File: config.mk
export PLATFORM = sky130hd
export DESIGN_NAME = fpc_ctrl
export DESIGN_NICKNAME = d
export VERILOG_FILES = /design/src/rtl/fpc_pkg.sv /design/src/rtl/fpc_tmo_if.sv /design/src/rtl/fpc_rp_timer.sv /design/src/rtl/fpc_ctrl.sv
export VERILOG_INCLUDE_DIRS = /design/src /design/src/rtl
export SDC_FILE = /design/constraint.sdc
export NUM_CORES = 1
export LEC_CHECK = 0
export BUFFER_PORTS_ARGS = -buffer_cell sky130_fd_sc_hd__buf_2
export CELL_PAD_IN_SITES_DETAIL_PLACEMENT = 0
export CELL_PAD_IN_SITES_GLOBAL_PLACEMENT = 1
export CORE_UTILIZATION = 38
export CTS_CLUSTER_DIAMETER = 200
export DETAILED_ROUTE_END_ITERATION = 16
export GPL_ROUTABILITY_DRIVEN = 0
export GPL_TIMING_DRIVEN = 0
export PLACE_DENSITY = 0.75
export SKIP_LAST_GASP = 1
export SLEW_MARGIN = 20
export SYNTH_ARGS = -nofsm -noshare
export SYNTH_HDL_FRONTEND = slang
export SYNTH_SLANG_ARGS = --single-unit
File: constraint.sdc
create_clock -name core_clk_i -period 2.3 [get_ports core_clk_i]
set_clock_uncertainty 0.15 [all_clocks]
set_input_delay 0.23 -clock core_clk_i [delete_from_list [all_inputs] [get_ports core_clk_i]]
set_output_delay 0.23 -clock core_clk_i [all_outputs]
set_load 0.005 [all_outputs]
File: src/rtl/fpc_regs.svh
// Register offsets, field positions, reset values and counts
`ifndef FPC_REGS_SVH
`define FPC_REGS_SVH
// ==========================================================
// Offsets
`define FPC_OFS_DATA 8'hf6
`define FPC_OFS_GUARD 8'hfa
`define FPC_OFS_IRQ 8'hfb
`define FPC_OFS_PAGE 8'hfc
`define FPC_OFS_ROW 8'hfd
`define FPC_OFS_COL 8'hfe
`define FPC_OFS_PGCTL 8'hff
// ==========================================================
// Reset values and locked mask load value
`define FPC_RST_GUARD 8'hff
`define FPC_RST_IRQ 8'h00
`define FPC_RST_PAGE 8'h00
`define FPC_LOCKED_GUARD 8'hff
// ==========================================================
// Interrupt control fields
`define FPC_IRQ_COMPLETION_IRQ_ENABLE 7
`define FPC_IRQ_ERROR_IRQ_ENABLE 6
`define FPC_IRQ_DONE 5
`define FPC_IRQ_WR_VIOL 3
`define FPC_IRQ_TMO 2
`define FPC_IRQ_PG_VIOL 1
`define FPC_IRQ_ARR_VIOL 0
// ==========================================================
// Page select and program control fields
`define FPC_PAGE_INFO 7
`define FPC_CMD_ROW 2
`define FPC_CMD_PAGE 1
`define FPC_CMD_ARRAY 0
// ==========================================================
// Timing in flash controller clocks
`define FPC_ROW_PROGRAM_TIMEOUT_FLAG_TICKS 4864
`endif

File: src/rtl/fpc_pkg.sv
// Types shared by the flash guard controller
package fpc_pkg;
  typedef enum logic [1:0] {
    FPC_IDLE = 2'b00,
    FPC_ARRAY = 2'b01,
    FPC_PAGE = 2'b10,
    FPC_ROW = 2'b11
  } fpc_op_t;
  typedef logic [17:0] fpc_addr_t;
endpackage : fpc_pkg

File: src/rtl/fpc_tmo_if.sv
// Link between the controller and its row program timer
`timescale 1ns/1ns
interface fpc_tmo_if;
  logic run;
  logic tick;
  logic expire;
  modport ctrl (output run, output tick, input expire);
  modport timer (input run, input tick, output expire);
endinterface : fpc_tmo_if

File: src/rtl/fpc_rp_timer.sv
// Row program watchdog counting flash controller clocks
`timescale 1ns/1ns
`include "fpc_regs.svh"
module fpc_rp_timer #(
  parameter int unsigned TICKS = `FPC_ROW_PROGRAM_TIMEOUT_FLAG_TICKS,
  parameter int unsigned CW = 13
) (
  input wire logic core_clk_i,
  input wire logic resetn_i,
  fpc_tmo_if.timer tmo
);
  logic [CW-1:0] cnt_r;
  logic [CW-1:0] cnt_nxt;
  logic exp_r;
  logic exp_nxt;

  // ==========================================================
  // Counter
  always_comb begin
    cnt_nxt = cnt_r;
    exp_nxt = 1'b0;
    if (!tmo.run) begin
      cnt_nxt = '0;
    end else if (tmo.tick && !exp_r) begin
      if (cnt_r == CW'(TICKS - 1)) begin
        exp_nxt = 1'b1;
        cnt_nxt = '0;
      end else begin
        cnt_nxt = cnt_r + CW'(1);
      end
    end
  end

  always_ff @(posedge core_clk_i or negedge resetn_i) begin
    if (!resetn_i) begin
      cnt_r <= '0;
      exp_r <= 1'b0;
    end else begin
      cnt_r <= cnt_nxt;
      exp_r <= exp_nxt;
    end
  end

  assign tmo.expire = exp_r;
endmodule : fpc_rp_timer

File: src/rtl/fpc_ctrl.sv
// Flash guard, event flags and page select controller
// Functional notes
// - Eight 32 KB blocks; a set mask bit refuses writes and erases.
// - Mask bit n guards the block starting at n times 32 KB.
// - After reset all eight mask bits are set.
// - Boot block guarded when write-protect pin asserted or mask bit 0 set.
// - Mask write while locked loads FFh instead of the written value.
// - Info page has no guard bit; kept out of array erase by select bit.
// - Completion interrupt enabled by bit 7, error interrupt by bit 6.
// - Row program over 4864 flash controller clocks aborts, clears bit 2, flags.
// - Write to guarded block is suppressed and sets write violation bit 3.
// - Page erase of guarded block not done; sets violation bit 1.
// - Array erase with any guarded block not done; sets bit 0.
// - With error enable set, any of four error flags requests interrupt.
// - Completion flag bit 5 set when erase or row program finishes.
// - Reading interrupt control clears bits 5 and 3..0; bits 7,6 writable.
// - Write-protect pin fails page erase of block 0 and any array erase.
// - Info select 1 steers access and page erase to info page.
// - Low seven page bits pick one of 128 pages; ignored when info set.
// - Every data port access increments the page, row, column address.
// - Command bits 2,1,0 start row program, page erase, array erase.
`timescale 1ns/1ns
`include "fpc_regs.svh"
module fpc_ctrl #(
  parameter int unsigned ROW_PROGRAM_TIMEOUT_FLAG_TICKS = `FPC_ROW_PROGRAM_TIMEOUT_FLAG_TICKS
) (
  input wire logic core_clk_i,
  input wire logic resetn_i,
  input wire logic [7:0] io_addr_i,
  input wire logic io_wr_i,
  input wire logic io_rd_i,
  input wire logic [7:0] io_wdata_i,
  output logic [7:0] io_rdata_o,
  input wire logic guard_unlocked_i,
  input wire logic wp_pin_i,
  input wire logic fclk_tick_i,
  input wire logic mem_wr_i,
  input wire logic [17:0] mem_addr_i,
  input wire logic [7:0] mem_wdata_i,
  input wire logic [7:0] arr_rdata_i,
  input wire logic arr_done_i,
  output logic arr_wr_o,
  output logic [17:0] arr_addr_o,
  output logic [7:0] arr_wdata_o,
  output logic arr_info_o,
  output logic arr_page_erase_o,
  output logic arr_array_erase_o,
  output logic arr_row_prog_o,
  output logic done_irq_o,
  output logic err_irq_o
);
  // ==========================================================
  // Guard decode
  function automatic logic blk_guarded(input logic [7:0] mask,
                                       input logic wp,
                                       input logic [2:0] blk);
    blk_guarded = mask[blk] || (wp && blk == 3'h0);
  endfunction : blk_guarded

  // ==========================================================
  // Pin synchroniser
  logic wp_s1_r;
  logic wp_s2_r;
  always_ff @(posedge core_clk_i or negedge resetn_i) begin
    if (!resetn_i) begin
      wp_s1_r <= 1'b0;
      wp_s2_r <= 1'b0;
    end else begin
      wp_s1_r <= wp_pin_i;
      wp_s2_r <= wp_s1_r;
    end
  end

  // ==========================================================
  // State
  logic [7:0] guard_r;
  logic [7:0] guard_nxt;
  logic [1:0] ien_r;
  logic [1:0] ien_nxt;
  logic done_r;
  logic done_nxt;
  logic [3:0] err_r;
  logic [3:0] err_nxt;
  logic info_r;
  logic info_nxt;
  logic [6:0] page_r;
  logic [6:0] page_nxt;
  logic [2:0] row_r;
  logic [2:0] row_nxt;
  logic [7:0] col_r;
  logic [7:0] col_nxt;
  fpc_pkg::fpc_op_t op_r;
  fpc_pkg::fpc_op_t op_nxt;
  logic wr_r;
  logic wr_nxt;
  logic [17:0] waddr_r;
  logic [17:0] waddr_nxt;
  logic [7:0] wdata_r;
  logic [7:0] wdata_nxt;
  logic pe_r;
  logic pe_nxt;
  logic ae_r;
  logic ae_nxt;
  logic [7:0] rdata_r;
  logic [7:0] rdata_nxt;

  fpc_tmo_if tmo ();
  assign tmo.run = (op_r == fpc_pkg::FPC_ROW);
  assign tmo.tick = fclk_tick_i;

  fpc_rp_timer #(
    .TICKS(ROW_PROGRAM_TIMEOUT_FLAG_TICKS),
    .CW(13)
  ) u_timer (
    .core_clk_i(core_clk_i),
    .resetn_i(resetn_i),
    .tmo(tmo)
  );

  // ==========================================================
  // Access decode
  logic hit_data;
  logic wr_guard;
  logic wr_irq;
  logic wr_page;
  logic wr_row;
  logic wr_col;
  logic wr_cmd;
  logic rd_irq;
  fpc_pkg::fpc_addr_t io_addr;
  fpc_pkg::fpc_addr_t io_addr_inc;
  logic any_guard;

  assign hit_data = (io_addr_i == `FPC_OFS_DATA) && (io_wr_i || io_rd_i);
  assign wr_guard = io_wr_i && io_addr_i == `FPC_OFS_GUARD;
  assign wr_irq = io_wr_i && io_addr_i == `FPC_OFS_IRQ;
  assign wr_page = io_wr_i && io_addr_i == `FPC_OFS_PAGE;
  assign wr_row = io_wr_i && io_addr_i == `FPC_OFS_ROW;
  assign wr_col = io_wr_i && io_addr_i == `FPC_OFS_COL;
  assign wr_cmd = io_wr_i && io_addr_i == `FPC_OFS_PGCTL;
  assign rd_irq = io_rd_i && io_addr_i == `FPC_OFS_IRQ;
  assign io_addr = {page_r, row_r, col_r};
  assign io_addr_inc = io_addr + 18'h00001;
  assign any_guard = (|guard_r) || wp_s2_r;

  // ==========================================================
  // Register and sequencing next state
  always_comb begin
    guard_nxt = guard_r;
    ien_nxt = ien_r;
    done_nxt = done_r;
    err_nxt = err_r;
    info_nxt = info_r;
    page_nxt = page_r;
    row_nxt = row_r;
    col_nxt = col_r;
    op_nxt = op_r;
    wr_nxt = 1'b0;
    waddr_nxt = waddr_r;
    wdata_nxt = wdata_r;
    pe_nxt = 1'b0;
    ae_nxt = 1'b0;
    // Read clears flags before new events so that a set wins
    if (rd_irq) begin
      done_nxt = 1'b0;
      err_nxt = 4'h0;
    end
    if (wr_guard) begin
      if (guard_unlocked_i) begin
        guard_nxt = io_wdata_i;
      end else begin
        guard_nxt = `FPC_LOCKED_GUARD;
      end
    end
    if (wr_irq) begin
      ien_nxt = {io_wdata_i[`FPC_IRQ_COMPLETION_IRQ_ENABLE],
                 io_wdata_i[`FPC_IRQ_ERROR_IRQ_ENABLE]};
    end
    if (wr_page) begin
      info_nxt = io_wdata_i[`FPC_PAGE_INFO];
      page_nxt = io_wdata_i[6:0];
    end
    if (wr_row) begin
      row_nxt = io_wdata_i[2:0];
    end
    if (wr_col) begin
      col_nxt = io_wdata_i;
    end
    // Data port: write with guard check, then step the address
    if (hit_data) begin
      if (io_wr_i) begin
        if (!info_r && blk_guarded(guard_r, wp_s2_r, page_r[6:4])) begin
          err_nxt[`FPC_IRQ_WR_VIOL] = 1'b1;
        end else begin
          wr_nxt = 1'b1;
          waddr_nxt = io_addr;
          wdata_nxt = io_wdata_i;
        end
      end
      {page_nxt, row_nxt, col_nxt} = io_addr_inc;
    end else if (mem_wr_i) begin
      if (blk_guarded(guard_r, wp_s2_r, mem_addr_i[17:15])) begin
        err_nxt[`FPC_IRQ_WR_VIOL] = 1'b1;
      end else begin
        wr_nxt = 1'b1;
        waddr_nxt = mem_addr_i;
        wdata_nxt = mem_wdata_i;
      end
    end
    // Operation sequencing
    unique case (op_r)
      fpc_pkg::FPC_IDLE: begin
        if (wr_cmd && io_wdata_i[`FPC_CMD_ARRAY]) begin
          if (any_guard) begin
            err_nxt[`FPC_IRQ_ARR_VIOL] = 1'b1;
          end else begin
            op_nxt = fpc_pkg::FPC_ARRAY;
            ae_nxt = 1'b1;
          end
        end else if (wr_cmd && io_wdata_i[`FPC_CMD_PAGE]) begin
          if (!info_r && blk_guarded(guard_r, wp_s2_r, page_r[6:4])) begin
            err_nxt[`FPC_IRQ_PG_VIOL] = 1'b1;
          end else begin
            op_nxt = fpc_pkg::FPC_PAGE;
            pe_nxt = 1'b1;
          end
        end else if (wr_cmd && io_wdata_i[`FPC_CMD_ROW]) begin
          op_nxt = fpc_pkg::FPC_ROW;
        end
      end
      fpc_pkg::FPC_ARRAY, fpc_pkg::FPC_PAGE: begin
        if (arr_done_i) begin
          op_nxt = fpc_pkg::FPC_IDLE;
          done_nxt = 1'b1;
        end
      end
      fpc_pkg::FPC_ROW: begin
        if (tmo.expire) begin
          op_nxt = fpc_pkg::FPC_IDLE;
          err_nxt[`FPC_IRQ_TMO] = 1'b1;
        end else if (arr_done_i) begin
          op_nxt = fpc_pkg::FPC_IDLE;
          done_nxt = 1'b1;
        end
      end
    endcase
  end

  // ==========================================================
  // Read data
  always_comb begin
    rdata_nxt = 8'h00;
    if (io_rd_i) begin
      unique case (io_addr_i)
        `FPC_OFS_DATA: rdata_nxt = arr_rdata_i;
        `FPC_OFS_GUARD: rdata_nxt = guard_r;
        `FPC_OFS_IRQ: rdata_nxt = {ien_r, done_r, 1'b0, err_r};
        `FPC_OFS_PAGE: rdata_nxt = {info_r, page_r};
        `FPC_OFS_ROW: rdata_nxt = {5'h00, row_r};
        `FPC_OFS_COL: rdata_nxt = col_r;
        `FPC_OFS_PGCTL: rdata_nxt = {5'h00,
                                     op_r == fpc_pkg::FPC_ROW,
                                     op_r == fpc_pkg::FPC_PAGE,
                                     op_r == fpc_pkg::FPC_ARRAY};
        default: rdata_nxt = 8'h00;
      endcase
    end
  end

  // ==========================================================
  // Registers
  always_ff @(posedge core_clk_i or negedge resetn_i) begin
    if (!resetn_i) begin
      guard_r <= `FPC_RST_GUARD;
      ien_r <= 2'h0;
      done_r <= 1'b0;
      err_r <= 4'h0;
      info_r <= 1'b0;
      page_r <= 7'h00;
      row_r <= 3'h0;
      col_r <= 8'h00;
      op_r <= fpc_pkg::FPC_IDLE;
      wr_r <= 1'b0;
      waddr_r <= 18'h00000;
      wdata_r <= 8'h00;
      pe_r <= 1'b0;
      ae_r <= 1'b0;
      rdata_r <= 8'h00;
    end else begin
      guard_r <= guard_nxt;
      ien_r <= ien_nxt;
      done_r <= done_nxt;
      err_r <= err_nxt;
      info_r <= info_nxt;
      page_r <= page_nxt;
      row_r <= row_nxt;
      col_r <= col_nxt;
      op_r <= op_nxt;
      wr_r <= wr_nxt;
      waddr_r <= waddr_nxt;
      wdata_r <= wdata_nxt;
      pe_r <= pe_nxt;
      ae_r <= ae_nxt;
      rdata_r <= rdata_nxt;
    end
  end

  // ==========================================================
  // Outputs
  assign io_rdata_o = rdata_r;
  assign arr_wr_o = wr_r;
  assign arr_addr_o = wr_r ? waddr_r : io_addr;
  assign arr_wdata_o = wdata_r;
  assign arr_info_o = info_r;
  assign arr_page_erase_o = pe_r;
  assign arr_array_erase_o = ae_r;
  assign arr_row_prog_o = (op_r == fpc_pkg::FPC_ROW);
  assign done_irq_o = done_r && ien_r[1];
  assign err_irq_o = (|err_r) && ien_r[0];
endmodule : fpc_ctrl

-- After elaboration in Yosys (flattened, before gate mapping)
Cells that the tools add are included.
- bits in registers: 89
- logic and storage cells: 143
- add/subtract/negate cells: 2
- magnitude comparators: 2
- equal/unequal tests: 18
- mux-type cells: 67
- reduce and logical (&&, ||, !) cells: 35
- operators by type and width (operator ; count):
    $mux W18 ; 6
    $mux W8 ; 9
    $eq A8 B8 Y1 const B ; 7
    $pmux W8 S7 ; 1
    $mux W13 ; 3
    $mux W1 ; 31
    $add A18 B1 Y18 const B ; 1
    $logic_and A1 B1 Y1 ; 17
    $mux W2 ; 8
    $mux W7 ; 2
    $add A13 B1 Y13 const B ; 1
    $eq A13 B13 Y1 const B ; 1
    $lt A3 B4 Y1 const B ; 2
    $ne A2 B2 Y1 const B ; 4
    $ne A4 B4 Y1 const B ; 2
    $reduce_bool A2 Y1 ; 4
    $reduce_or A8 Y1 ; 1
    $bmux W1 S3 ; 2
    $logic_not A3 Y1 ; 2
    $mux W3 ; 2
    $pmux W2 S3 ; 1
    $eq A2 B2 Y1 const B ; 2
    $logic_or A1 B1 Y1 ; 4
    $mux W4 ; 1
    other kinds (9) ; 10

-- Depth between registers and ports, before layout
Gate-level depths: netlist of run 1.
- depth in word-level cells: 8
- mapped depth: 9
- gate-level depth less buffers: 7

-- Cells and area by module
From an unflattened synthesis of run 1, not the netlist that was laid out.
- cells, all modules: 545
- area, all modules: 5211.2 µm²
- modules (own cells, without submodules) (module ; times used ; cells an instance ; area each (µm²) ; seq. area each (µm²)):
    fpc_ctrl ; 1 ; 464 ; 4454.3 ; 1886.8
    fpc_rp_timer ; 1 ; 81 ; 757.0 ; 350.3

-- Worst setup path before layout of run 1
No wires, ideal clock.
- path type: input-to-reg
- from: input io_addr_i[0]
- to: register page_r[6]
- setup time: 0.124 ns
- arrival: 1.951 ns
- path slack: 0.075 ns
- stages: 8
- cell sequence: buf_6 nand2b_4 buf_6 or4_4 buf_6 nor4_4 a311oi_1 a211o_1
- word-level cells in the longest chain between the ends: 3
- elaborated cells between the ends (all ways): 6
- classes of those cells: eq/ne: 2; mux: 1; reduce/logical: 3
- ends and longest elaborated chain (item ; RTL line ; RTL):
    start, declared ; fpc_ctrl.sv:29 ; input wire logic [7:0] io_addr_i,
    $eq A8 B8 Y1 ; -- ;
    $logic_and A1 B1 Y1, on equally long branches ; -- ;
    $mux W7 or $reduce_bool A2 Y1 (tied branches) ; -- ;
    end signal, assigned ; fpc_ctrl.sv:295 ; page_r <= page_nxt;
    end, declared ; fpc_ctrl.sv:86 ; logic [6:0] page_r;
Parallel ways exist; a longest one is shown, timed or not.
A chain may end at the register's enable or synchronous reset.

-- Worst setup path in the final report of run 1
- from: register guard_r[0]
- to: register waddr_r[0]
- word-level cells in the longest chain between the ends: 6
- elaborated cells between the ends (all ways): 10
- classes of those cells: eq/ne: 2; mux: 4; reduce/logical: 4
- ends and longest elaborated chain (item ; RTL line ; RTL):
    start, declared ; fpc_ctrl.sv:76 ; logic [7:0] guard_r;
    start signal, assigned ; fpc_ctrl.sv:274 ; guard_r <= `FPC_RST_GUARD;
    start signal, assigned ; fpc_ctrl.sv:290 ; guard_r <= guard_nxt;
    $bmux W1 S3 ; fpc_ctrl.sv:57 ; blk_guarded = mask[blk] || (wp && blk == 3'h0);
    $mux W1 (not written as such) ; fpc_ctrl.sv:57 ;
    $logic_or A1 B1 Y1 ; fpc_ctrl.sv:57 ;
    $logic_and A1 B1 Y1 ; fpc_ctrl.sv:192 ; if (!info_r && blk_guarded(guard_r, wp_s2_r, page_r[6:4])) begin
    $ne A2 B2 Y1 (no source line) ; -- ;
    $reduce_and A4 Y1 (no source line) * ; -- ;
    end signal, assigned ; fpc_ctrl.sv:300 ; waddr_r <= waddr_nxt;
    end, declared ; fpc_ctrl.sv:96 ; logic [17:0] waddr_r;
Mark *: on every way between the ends. The rest lies on a longest branch, timed or not. The select of a mux whose other input is x is not followed.

==> results.txt, run 1 <==
status - completed
dominant cell type by area after synthesis - sky130_fd_sc_hd__dfrtp_1
CTS max path bufs - 2
hold violation count in the final report - 0
final sum of negative setup slack - 0 ns
IR Drop Worst-Case VDD - 441.7 µV
chain of cells forming the critical path - or2_4 -> mux4_2 -> o211ai_1 -> buf_4 -> o2bb2ai_4 -> buf_12 -> buf_8 -> nor2_1 -> a31oi_1
share of the yosys chip area belonging to registers - 45.12%
peak clock frequency supported by timing - 440.9 MHz
final routed wire length divided by cell count - 18.16 µm
effective utilization at floorplan - 39.13%
overflow left after global routing - 0
top-count cell post-synth - sky130_fd_sc_hd__nand2_1
overall power after layout - 4.752 mW
global-route wire length before repair - 24690 µm
peak fanout along the critical path - 9
max-cap check violation count - 0
cell count after synthesis - 555
core region area - 12670 µm²
synthesized area divided by synthesized cell count - 8.934 µm²
Tot GR Track Use - 24.59%
first-pass iteration count of the detailed router - 5
netlist area before placement - 4959 µm²
input/output buffers - 95
leading register cell type out of synthesis - sky130_fd_sc_hd__dfrtp_1
async set-or-reset flop fraction in the synthesized netlist - 100.0%
Yosys warnings - 0
CTS root buffer - sky130_fd_sc_hd__clkbuf_16
type of the worst setup path - reg -> reg
number of storage elements in the synthesis netlist - 89
CTS tree - built
Startpoint Class - flip-flop
slew margin rel. - 53.31%
max-slew violation total from the final report - 0
main area contributors after synthesis - sky130_fd_sc_hd__dfrtp_1 (41%), sky130_fd_sc_hd__nand2_1 (7.9%), sky130_fd_sc_hd__a31oi_1 (5.2%)
clock buffer count from CTS - 9
most frequent cells after synthesis - sky130_fd_sc_hd__nand2_1 (104), sky130_fd_sc_hd__dfrtp_1 (81), sky130_fd_sc_hd__nor2_1 (66)
clk slew on worst S/H paths - 0.07 ns
Fin Hold WS - 0.007047 ns
number of distinct standard cells referenced by the synthesized netlist - 60
DRC marker count from the first detailed-route iteration - 268
Worst Path Arrival - 2.38 ns
power density over cell area - 711.3 nW/µm²
area of the die - 13510 µm²
die height - 116.2 µm
Top Ports - 100
Syn Nets - 621
number of buffers and inverters on the critical path - 3
top cell type's share of synthesized area - 40.88%
capturing element type of the critical path - flip-flop
CP max stage cell - sky130_fd_sc_hd__mux4_2
final critical-path required period - 2.268 ns
antenna violations before repair - 0
post-layout net count - 770
Detail Placement HPWL - 11450 µm
number of remaining DRC errors - 0
slew of the pin with the lowest slew margin - 0.6965 ns
vias in the first global route - 4678
Std-Cell Rows - 41
post-DR vias/cell - 5.518
ANT nets after route - 0
Post-synth EDFFs - 0
antenna diode count - 0
unrepaired setup endpoints after global routing - true
H-tree depth reported by CTS - 3
area grow syn2layout - 34.75%
CP delay by family, top - buffers and inverters
total of endpoints with negative setup slack in the final report - 0
largest incremental delay on the critical path - 0.44 ns
Period Utilization, post-route - 98.62%
via count - 4856
largest net degree at the start of global routing - 59
drt total wl - 15980 µm
clk sinks - 89
type of the worst min-delay path - in -> reg
Lkg Pwr - 2.910 nW
clock insertion delay at the later pin of the skew report - 0.35 ns
worst path required time - 2.42 ns
setup slack on the worst flop-to-flop path - 0.03 ns
DIE WIDTH - 116.2 µm
share of cells above drive strength 1 - 30.79%
## layout make-up
type / instances / area (µm²)
Buffer: 27 / 229.0
Sequential cell: 89 / 2241
Multi-Input combinational cell: 419 / 2591
Clock buffer: 10 / 239.0
Inverter: 18 / 67.56
Fill cell: 1223 / 5989
Clock inverter: 5 / 127.6
Tap cell: 172 / 215.2
Timing Repair Buffer: 140 / 970.9
## path summary, 6_finish.rpt
path	start	end	cells after the start
worst max-delay path	guard_r[0]$_DFFE_PN1P_	waddr_r[0]$_DFFE_PN0P_	9
worst min-delay path	io_wdata_i[7]	col_r[7]$_DFFE_PN0P_	2
worst max register to register	guard_r[0]$_DFFE_PN1P_	waddr_r[0]$_DFFE_PN0P_	9
worst min register to register	wp_s1_r$_DFF_PN0_	wp_s2_r$_DFF_PN0_	0
max in group asynchronous	resetn_i	guard_r[3]$_DFFE_PN1P_	3
min in group asynchronous	resetn_i	waddr_r[6]$_DFFE_PN0P_	2
## worst reg2reg max path: cells and delay by family (launching register included)
family	cells	cell delay, ns
compound gates	3	0.47
simple gates	2	0.28
flops	1	0.37
buf+inv	3	0.48
mux	1	0.44
## metal layers
| metal | part of all wire, % | global-route usage [%] | wire length, µm | up-vias |
|---|---|---|---|---|
| met5 | 0 | 0 | 0 | - |
| met1 | 45 | 32.66 | 7174 | 2371 |
| met3 | 6.5 | 4.722 | 1032 | 25 |
| li1 | - | - | - | 2291 |
| met4 | 2.4 | 9.744 | 378 | 0 |
| met2 | 46 | 39.53 | 7392 | 169 |
## report_power, final
part	internal, mW	switching (mW)	total (mW)
sequential	1.73	0.168	1.90
combinational	0.490	0.545	1.04
clock	1.20	0.625	1.82
## through the flow
stage,area [µm²],utilization [%],instances,setup slack (ns)
after floorplan,4959,-,555,0.07542
after global placement,5649,44.58,822,-0.4057
after detailed placement,5683,44.85,823,-0.4556
after CTS,6450,50.90,871,-0.01051
after global routing,6681,52.73,880,-0.08928
final,6681,52.73,880,0.03183
## sequential cells by signal, summed over array words and instances (netlist names)
name and flops:
arr_info_o 1, u_timer.tmo.expire 1, u_timer.cnt_r 13, io_rdata_o 8, op_r 2, page_r 7
ien_r 2, arr_wr_o 1, wp_s1_r 1, col_r 8, guard_r 8, wp_s2_r 1
arr_array_erase_o 1, waddr_r 18, done_r 1, err_r 4, arr_page_erase_o 1, arr_wdata_o 8
row_r 3
## logic make-up (layout without fill, tap and decap cells)
group,count (synthesis),after routing,share of synthesized area (%)
AO/OA/AOI/OAI,139,139,18.04
buffers and inverters,47,200,5.046
AND/OR/NAND/NOR,240,240,22.16
adder cells (fa/ha/maj),7,7,1.766
multiplexers,23,23,6.106
flip-flops,89,89,45.12
XOR/XNOR,10,10,1.766
## placed cells by master, fill, tap and decap left out, types with 15 or more instances in the layout
cell type	count
sky130_fd_sc_hd__nand2_1	103
sky130_fd_sc_hd__inv_1	17
sky130_fd_sc_hd__a31oi_1	41
sky130_fd_sc_hd__a21oi_1	23
sky130_fd_sc_hd__dfrtp_1	78
sky130_fd_sc_hd__nor2_2	15
sky130_fd_sc_hd__nor2_1	49
sky130_fd_sc_hd__buf_2	98
sky130_fd_sc_hd__nand3_1	16
sky130_fd_sc_hd__o21ai_0	27
sky130_fd_sc_hd__dlygate4sd3_1	29
## repair_timing
action                                  in CTS  in global routing
endpoints found under the setup margin      43                 52
hold buffers                                29                  0
pin swaps                                    3                  3
setup buffers                                4                  8
gates cloned                                 1                  2
resized for setup                           19                 44
hold endpoints to repair                   109                  0
Note: power is estimated with default switching activity, not from simulation.
==> run 2: changes to the inputs <==
Settings changed: GPL_TIMING_DRIVEN 0 to not set, SETUP_SLACK_MARGIN set to 0.1.
==> results.txt, run 2 (synthesis gave the netlist of run 1 again) <==
Top Ports - 100 (unchanged)
Detail Placement HPWL - 11140 µm (-2.7%)
filler instances - 1217 (-0.49%)
commonest cells after routing, fill and taps aside - sky130_fd_sc_hd__nand2_1 (104), sky130_fd_sc_hd__buf_2 (98), sky130_fd_sc_hd__dfrtp_1 (80)
worst slack at placement - -0.01803 ns (+0.4376 ns)
Worst Setup Slack, final - 0.01029 ns (-0.02154 ns)
hold violation count in the final report - 0 (unchanged)
largest net degree at the start of global routing - 48 (-19%)
via count - 4885 (+0.60%)
final routed wire length divided by cell count - 17.46 µm (-3.9%)
overflow left after global routing - 0 (unchanged)
area of the die - 13510 µm² (unchanged)
global-route wire length before repair - 24180 µm (-2.1%)
peak clock frequency supported by timing - 436.7 MHz (-0.94%)
most common cell after layout, fill and taps aside - sky130_fd_sc_hd__nand2_1
Startpoint Class - flip-flop
antenna violations before repair - 0 (unchanged)
registers with the highest flip-flop counts - waddr_r (18), u_timer.cnt_r (13)
vias in the first global route - 4674 (-0.086%)
die height - 116.2 µm (unchanged)
Post-Place Cells - 840 (+2.1%)
post-DR vias/cell - 5.464 (-0.98%)
clk sinks - 89 (unchanged)
area grow syn2layout - 34.49%
Tot GR Track Use - 23.78% (-0.80 points)
ANT nets after route - 0 (unchanged)
max-slew violation total from the final report - 0 (unchanged)
type of the worst min-delay path - in -> reg
CTS tree - built
CTS root buffer - sky130_fd_sc_hd__clkbuf_16
clk slew on worst S/H paths - 0.06 ns (about the same)
slew margin rel. - 66.19% (+13 points)
largest register by flop count - waddr_r
total of endpoints with negative setup slack in the final report - 0 (unchanged)
IR Drop Worst-Case VDD - 499.9 µV (+13%)
type of the worst setup path - reg -> reg
post-layout net count - 783 (+1.7%)
number of remaining DRC errors - 0 (unchanged)
overall power after layout - 4.415 mW (-7.1%)
input/output buffers - 99 (+4.2%)
max-cap check violation count - 0 (unchanged)
Std-Cell Rows - 41 (unchanged)
final critical-path required period - 2.290 ns (+0.02154 ns)
antenna diode count - 0 (unchanged)
Lkg Pwr - 2.952 nW (+1.4%)
Worst Path Arrival - 2.41 ns (+0.03 ns)
count of placed standard cells in the final layout, fillers left out - 894 (+1.6%)
capturing element type of the critical path - flip-flop
unrepaired setup endpoints after global routing - true
effective utilization at floorplan - 39.13% (unchanged)
power density over cell area - 662.0 nW/µm² (-6.9%)
clock insertion delay at the later pin of the skew report - 0.35 ns (about the same)
DRC marker count from the first detailed-route iteration - 302 (+13%)
final core utilization - 52.63% (-0.099 points)
H-tree depth reported by CTS - 3 (unchanged)
status - completed
clock buffer count from CTS - 9 (unchanged)
max FFs per register - 18 (unchanged)
CTS max path bufs - 2 (unchanged)
DIE WIDTH - 116.2 µm (unchanged)
first-pass iteration count of the detailed router - 7 (+2)
share of cells above drive strength 1 - 31.16% (+0.37 points)
drt total wl - 15610 µm (-2.3%)
core region area - 12670 µm² (unchanged)
slew of the pin with the lowest slew margin - 0.5071 ns (-0.1894 ns)
peak fanout along the critical path - 7 (-2)
worst path required time - 2.42 ns (about the same)
final sum of negative setup slack - 0 ns (unchanged)
Period Utilization, post-route - 99.55% (+0.94 points)
==> run 2: critical path, stage by stage (launching register included) <==
cell and delay (ns):
sky130_fd_sc_hd__dfrtp_1 0.36, sky130_fd_sc_hd__or2_4 0.25, sky130_fd_sc_hd__mux4_2 0.45, sky130_fd_sc_hd__mux2_4 0.31, sky130_fd_sc_hd__o2bb2ai_4 0.20, sky130_fd_sc_hd__buf_12 0.15, sky130_fd_sc_hd__clkbuf_16 0.16, sky130_fd_sc_hd__nor2_4 0.03
sky130_fd_sc_hd__a31oi_1 0.14
==> run 2: power breakdown <==
part | total, mW | internal, mW | switching (mW)
Sequential | 1.88 | 1.73 | 0.148
Clock | 1.43 | 0.773 | 0.660
Combinational | 1.11 | 0.529 | 0.578
==> run 2: final cells by class <==
cell class	instances	area, µm²	area share, %
clock buffer	10	239.0	3.583
clock inverter	6	51.30	0.7692
inverter	18	67.56	1.013
multi-input combinational	419	2554	38.29
sequential	89	2238	33.56
tap	172	215.2	3.227
timing repair buffer	180	1304	19.55
==> run 2: repair_timing <==
item | in CTS | in global routing
setup endpoints to repair | 26 | 31
pin swaps | 0 | 6
endpoints found under the hold margin | 116 | 0
cloned | 0 | 3
gates resized for setup | 1 | 23
buffers inserted | 2 | 3
hold buffers | 30 | 0
==> run 2: metrics by stage <==
| step | hold slack (ns) | instance area [µm²] |
|---|---|---|
| detailed placement | -0.03318 | 5868 |
| finish | 0.01645 | 6669 |
| floorplan | -0.2156 | 4959 |
| CTS | 0.008210 | 6490 |
| global route | 0.03426 | 6669 |
| global placement | -0.03352 | 5868 |
==> run 2: layer usage <==
layer  track usage (%)  up-vias  wire length, µm
met5                 0        -                0
met4             7.949        0              246
met3             4.826       19              953
met2             37.83      179             7372
met1             32.39     2374             7032
li1                  -     2313                -
==> run 2: path summary, 6_finish.rpt <==
check                                  startpoint                      to  slack, ns  cells after the start
worst max-delay path            wp_s2_r$_DFF_PN0_  waddr_r[7]$_DFFE_PN0P_       0.01                      8
worst min-delay path                io_wdata_i[5]  guard_r[5]$_DFFE_PN1P_       0.02                      3
worst max register to register  wp_s2_r$_DFF_PN0_  waddr_r[7]$_DFFE_PN0P_       0.01                      8
worst min register to register  wp_s1_r$_DFF_PN0_       wp_s2_r$_DFF_PN0_       0.20                      0
max in group asynchronous                resetn_i  guard_r[6]$_DFFE_PN1P_       1.18                      3
min in group asynchronous                resetn_i  waddr_r[4]$_DFFE_PN0P_       0.13                      2
==> run 3: changes to the inputs <==
Settings changed: CORE_MARGIN set to 2, CORE_UTILIZATION 38 to 39, SYNTH_HIERARCHICAL set to 1.
==> results.txt, run 3 <==
status - completed
Worst Min Path Start - mem_wr_i
type of the worst setup path - reg -> reg
global-route wire length before repair - 24610 µm (+1.8%)
DRC marker count from the first detailed-route iteration - 360 (+19%)
Gate power share - 23.4% (-1.7 points)
effective utilization at floorplan - 39.67% (+0.53 points)
CTS max path bufs - 2 (unchanged)
filler instances - 1296 (+6.5%)
ANT nets after route - 0 (unchanged)
clk slew on worst S/H paths - 0.06 ns (about the same)
largest net degree at the start of global routing - 46 (-4.2%)
peak clock frequency supported by timing - 440.7 MHz (+0.92%)
largest register by flop count - waddr_r
total net switching power - 1.271 mW (-8.2%)
cell depth of the worst hold path - 3 (unchanged)
chain of cells forming the critical path - or2_1 -> mux4_2 -> mux2i_4 -> a32oi_4 -> buf_12 -> mux2_4
Clk network pwr share - 33.0% (+0.5 points)
area grow syn2layout - 23.07%
area fraction in and, or, nand and nor cells after synthesis - 19.69% (-2.5 points)
Std-Cell Rows - 42 (+2.4%)
setup slack on the worst flop-to-flop path - 0.03 ns (+0.02 ns)
Startpoint Class - flip-flop
clock buffer count from CTS - 9 (unchanged)
Yosys warnings - 6 (+6)
number of storage elements in the synthesis netlist - 89 (unchanged)
leading register cell type out of synthesis - sky130_fd_sc_hd__dfrtp_1
area of the die - 14300 µm² (+5.9%)
antenna diode count - 0 (unchanged)
slew of the pin with the lowest slew margin - 0.5121 ns (+0.005012 ns)
Post-Place Cells - 822 (-2.1%)
endpoint of the worst register-to-register path - waddr_r[5]$_DFFE_PN0P_
Lkg Pwr - 2.903 nW (-1.7%)
total of endpoints with negative setup slack in the final report - 0 (unchanged)
share of the synthesized netlist area taken by xor and xnor gates - 1.513% (-0.25 points)
drt total wl - 15210 µm (-2.5%)
registers with the highest flip-flop counts - waddr_r (18), u_timer/cnt_r (13)
cell count after synthesis - 545 (-1.8%)
H-tree depth reported by CTS - 3 (unchanged)
max-cap check violation count - 0 (unchanged)
unrepaired setup endpoints after global routing - true
share of cells above drive strength 1 - 32.78% (+1.6 points)
dominant combinational cell family by area after synthesis - simple AND/OR/NAND/NOR gates
Detail Placement HPWL - 11580 µm (+3.9%)
proportion of synthesized area in mux cells - 13.83% (+7.7 points)
synthesized area divided by synthesized cell count - 9.562 µm² (+7.0%)
final sum of negative setup slack - 0 ns (unchanged)
max FFs per register - 18 (unchanged)
CTS tree - built
clock insertion delay at the later pin of the skew report - 0.35 ns (about the same)
peak fanout along the critical path - 27 (+20)
number of distinct standard cells referenced by the synthesized netlist - 63 (+5.0%)
most frequent cells after synthesis - sky130_fd_sc_hd__nand2_1 (111), sky130_fd_sc_hd__dfrtp_1 (81), sky130_fd_sc_hd__nor2_1 (36)
CP max stage cell - sky130_fd_sc_hd__mux4_2
source of the worst register-to-register timing path - guard_r[0]$_DFFE_PN1P_
commonest cells after routing, fill and taps aside - sky130_fd_sc_hd__nand2_1 (111), sky130_fd_sc_hd__buf_2 (98), sky130_fd_sc_hd__dfrtp_1 (81)
power density over cell area - 674.9 nW/µm² (+2.0%)
IR Drop Worst-Case VDD - 321.4 µV (-36%)
input/output buffers - 99 (unchanged)
CTS root buffer - sky130_fd_sc_hd__clkbuf_16
core region area - 13140 µm² (+3.7%)
count of cells along the worst register-to-register path - 6 (-2)
Worst Path Arrival - 2.34 ns (-0.07 ns)
compound-gate portion of the synthesized area - 16.01% (-2.0 points)
vias in the first global route - 4730 (+1.2%)
largest incremental delay on the critical path - 0.49 ns (+0.04 ns)
antenna violations before repair - 1 (+1)
Period Utilization, post-route - 98.65% (-0.90 points)
overflow left after global routing - 0 (unchanged)
Post-synth EDFFs - 0 (unchanged)
most common cell after layout, fill and taps aside - sky130_fd_sc_hd__nand2_1
netlist area before placement - 5211 µm² (+5.1%)
hold endpoint - err_r[3]$_DFF_PN0_
sequential power share - 43.6% (+1.1 points)
dominant cell type by area after synthesis - sky130_fd_sc_hd__dfrtp_1
max-slew violation total from the final report - 0 (unchanged)
Tot GR Track Use - 22.19% (-1.6 points)
main area contributors after synthesis - sky130_fd_sc_hd__dfrtp_1 (39%), sky130_fd_sc_hd__nand2_1 (8.0%), sky130_fd_sc_hd__mux2_4 (5.5%)
type of the worst min-delay path - in -> reg
P_int - 3.058 mW (+0.93%)
number of remaining DRC errors - 0 (unchanged)
clk sinks - 89 (unchanged)
via count - 4665 (-4.5%)
capturing element type of the critical path - flip-flop
worst path required time - 2.38 ns (-0.04 ns)
die height - 119.6 µm (+2.9%)
Synth Area in Adders - 1.681% (-0.086 points)
Syn Nets - 611 (-1.6%)
final routed wire length divided by cell count - 18.02 µm (+3.2%)
first-pass iteration count of the detailed router - 5 (-2)
final critical-path required period - 2.269 ns (-0.02078 ns)
DIE WIDTH - 119.6 µm (+2.9%)
hold violation count in the final report - 0 (unchanged)
slew margin rel. - 64.98% (-1.2 points)
Net Sw Frac - 29.36% (-2.0 points)
top-count cell post-synth - sky130_fd_sc_hd__nand2_1
post-layout net count - 729 (-6.9%)
top cell type's share of synthesized area - 38.90% (-2.0 points)
Top Ports - 100 (unchanged)
number of buffers and inverters on the critical path - 1 (-1)
post-DR vias/cell - 5.527 (+1.2%)
share of the yosys chip area belonging to registers - 42.93% (-2.2 points)
count of placed standard cells in the final layout, fillers left out - 844 (-5.6%)
CP delay by family, top - multiplexers
async set-or-reset flop fraction in the synthesized netlist - 100.0% (unchanged)
run 3: changes by cell type in the layout (fill, tap and decap cells not counted), moves of 5 or more:
cell                            delta
sky130_fd_sc_hd__nand2_1           +7
sky130_fd_sc_hd__mux2_4           +18
sky130_fd_sc_hd__nor3_1            -6
sky130_fd_sc_hd__xor2_1            -5
sky130_fd_sc_hd__a211oi_1          +6
sky130_fd_sc_hd__buf_4             -9
sky130_fd_sc_hd__a31oi_1          -24
sky130_fd_sc_hd__dlygate4sd3_1    -26
sky130_fd_sc_hd__mux2_2            +8
sky130_fd_sc_hd__nor2_2           -11
sky130_fd_sc_hd__nor2_1           -17
run 3: cell type report:
| class | instances | area [µm²] | area share (%) |
|---|---|---|---|
| multi-input cells | 406 | 2761 | 43.06 |
| flip-flops and latches | 89 | 2237 | 34.88 |
| clock inverters | 4 | 45.04 | 0.7023 |
| clock buffers | 12 | 236.5 | 3.687 |
| well taps | 176 | 220.2 | 3.433 |
| inverters | 18 | 67.56 | 1.053 |
| repair buffers | 139 | 845.8 | 13.19 |
run 3: logic make-up after synthesis:
group	Yosys count
flip-flops	89
AND/OR/NAND/NOR	218
multiplexers	51
AO/OA/AOI/OAI	121
adder cells (fa/ha/maj)	7
buffers and inverters	50
XOR/XNOR	9
run 3: what timing repair did:
action | 4_1_cts | 5_1_grt
buffers inserted | 0 | 2
hold buffers | 4 | 0
gates resized for setup | 0 | 2
endpoints found under the setup margin | 26 | 28
pin swaps | 0 | 1
hold endpoints to repair | 61 | 0
run 3: worst max-delay path by stage:
| stage | from | cells past startpoint | to | slack (ns) |
|---|---|---|---|---|
| 2_1_floorplan | guard_r[0]$_DFFE_PN1P_ | 6 | arr_wdata_o[0]$_DFFE_PN0P_ | 0.11 |
| 3_3_place_gp | guard_r[0]$_DFFE_PN1P_ | 6 | waddr_r[4]$_DFFE_PN0P_ | 0.1 |
| 3_5_place_dp | guard_r[0]$_DFFE_PN1P_ | 6 | waddr_r[3]$_DFFE_PN0P_ | 0.06 |
| 4_1_cts | guard_r[0]$_DFFE_PN1P_ | 6 | waddr_r[5]$_DFFE_PN0P_ | 0.06 |
| 5_1_grt | guard_r[0]$_DFFE_PN1P_ | 6 | waddr_r[2]$_DFFE_PN0P_ | -0.01 |
| 6_report | guard_r[0]$_DFFE_PN1P_ | 6 | waddr_r[5]$_DFFE_PN0P_ | 0.03 |
run 3: power by group through the flow:
stage / sequential [mW] / combinational, mW / clock, mW
floorplan: 1.85 / 0.627 / 0
global placement: 1.90 / 0.983 / 0
detailed placement: 1.91 / 1.01 / 0
CTS: 1.88 / 1.02 / 1.45
global route: 1.91 / 1.12 / 1.53
finish: 1.89 / 1.01 / 1.43
run 3: worst reg2reg max path: stages, from the launching register on:
cell and delay [ns]:
sky130_fd_sc_hd__dfstp_2 0.37, sky130_fd_sc_hd__or2_1 0.24, sky130_fd_sc_hd__mux4_2 0.49, sky130_fd_sc_hd__mux2i_4 0.20, sky130_fd_sc_hd__a32oi_4 0.15, sky130_fd_sc_hd__buf_12 0.19
sky130_fd_sc_hd__mux2_4 0.35
run 3: metrics by stage:
stage | total power [mW] | utilization (%) | cell area [µm²] | hold WS [ns] | setup slack (ns)
finish | 4.329 | 48.82 | 6414 | 0.02875 | 0.03107
global placement | 2.887 | 46.24 | 6075 | -0.001913 | 0.09968
detailed placement | 2.920 | 46.24 | 6075 | 0.001302 | 0.06492
floorplan | 2.479 | - | 5213 | -0.2156 | 0.1135
global route | 4.555 | 48.82 | 6414 | 0.04014 | -0.01073
CTS | 4.356 | 48.69 | 6396 | 0.02527 | 0.05529
run 3: layer usage:
metal / GRT usage, % / routed length, µm / vias up / part of all wire (%)
met1: 29.09 / 6652 / 2246 / 44
met4: 10.00 / 461 / 2 / 3.0
li1: - / - / 2202 / -
met5: 0 / 7 / - / 0.046
met2: 35.14 / 7022 / 174 / 46
met3: 4.990 / 1064 / 41 / 7.0
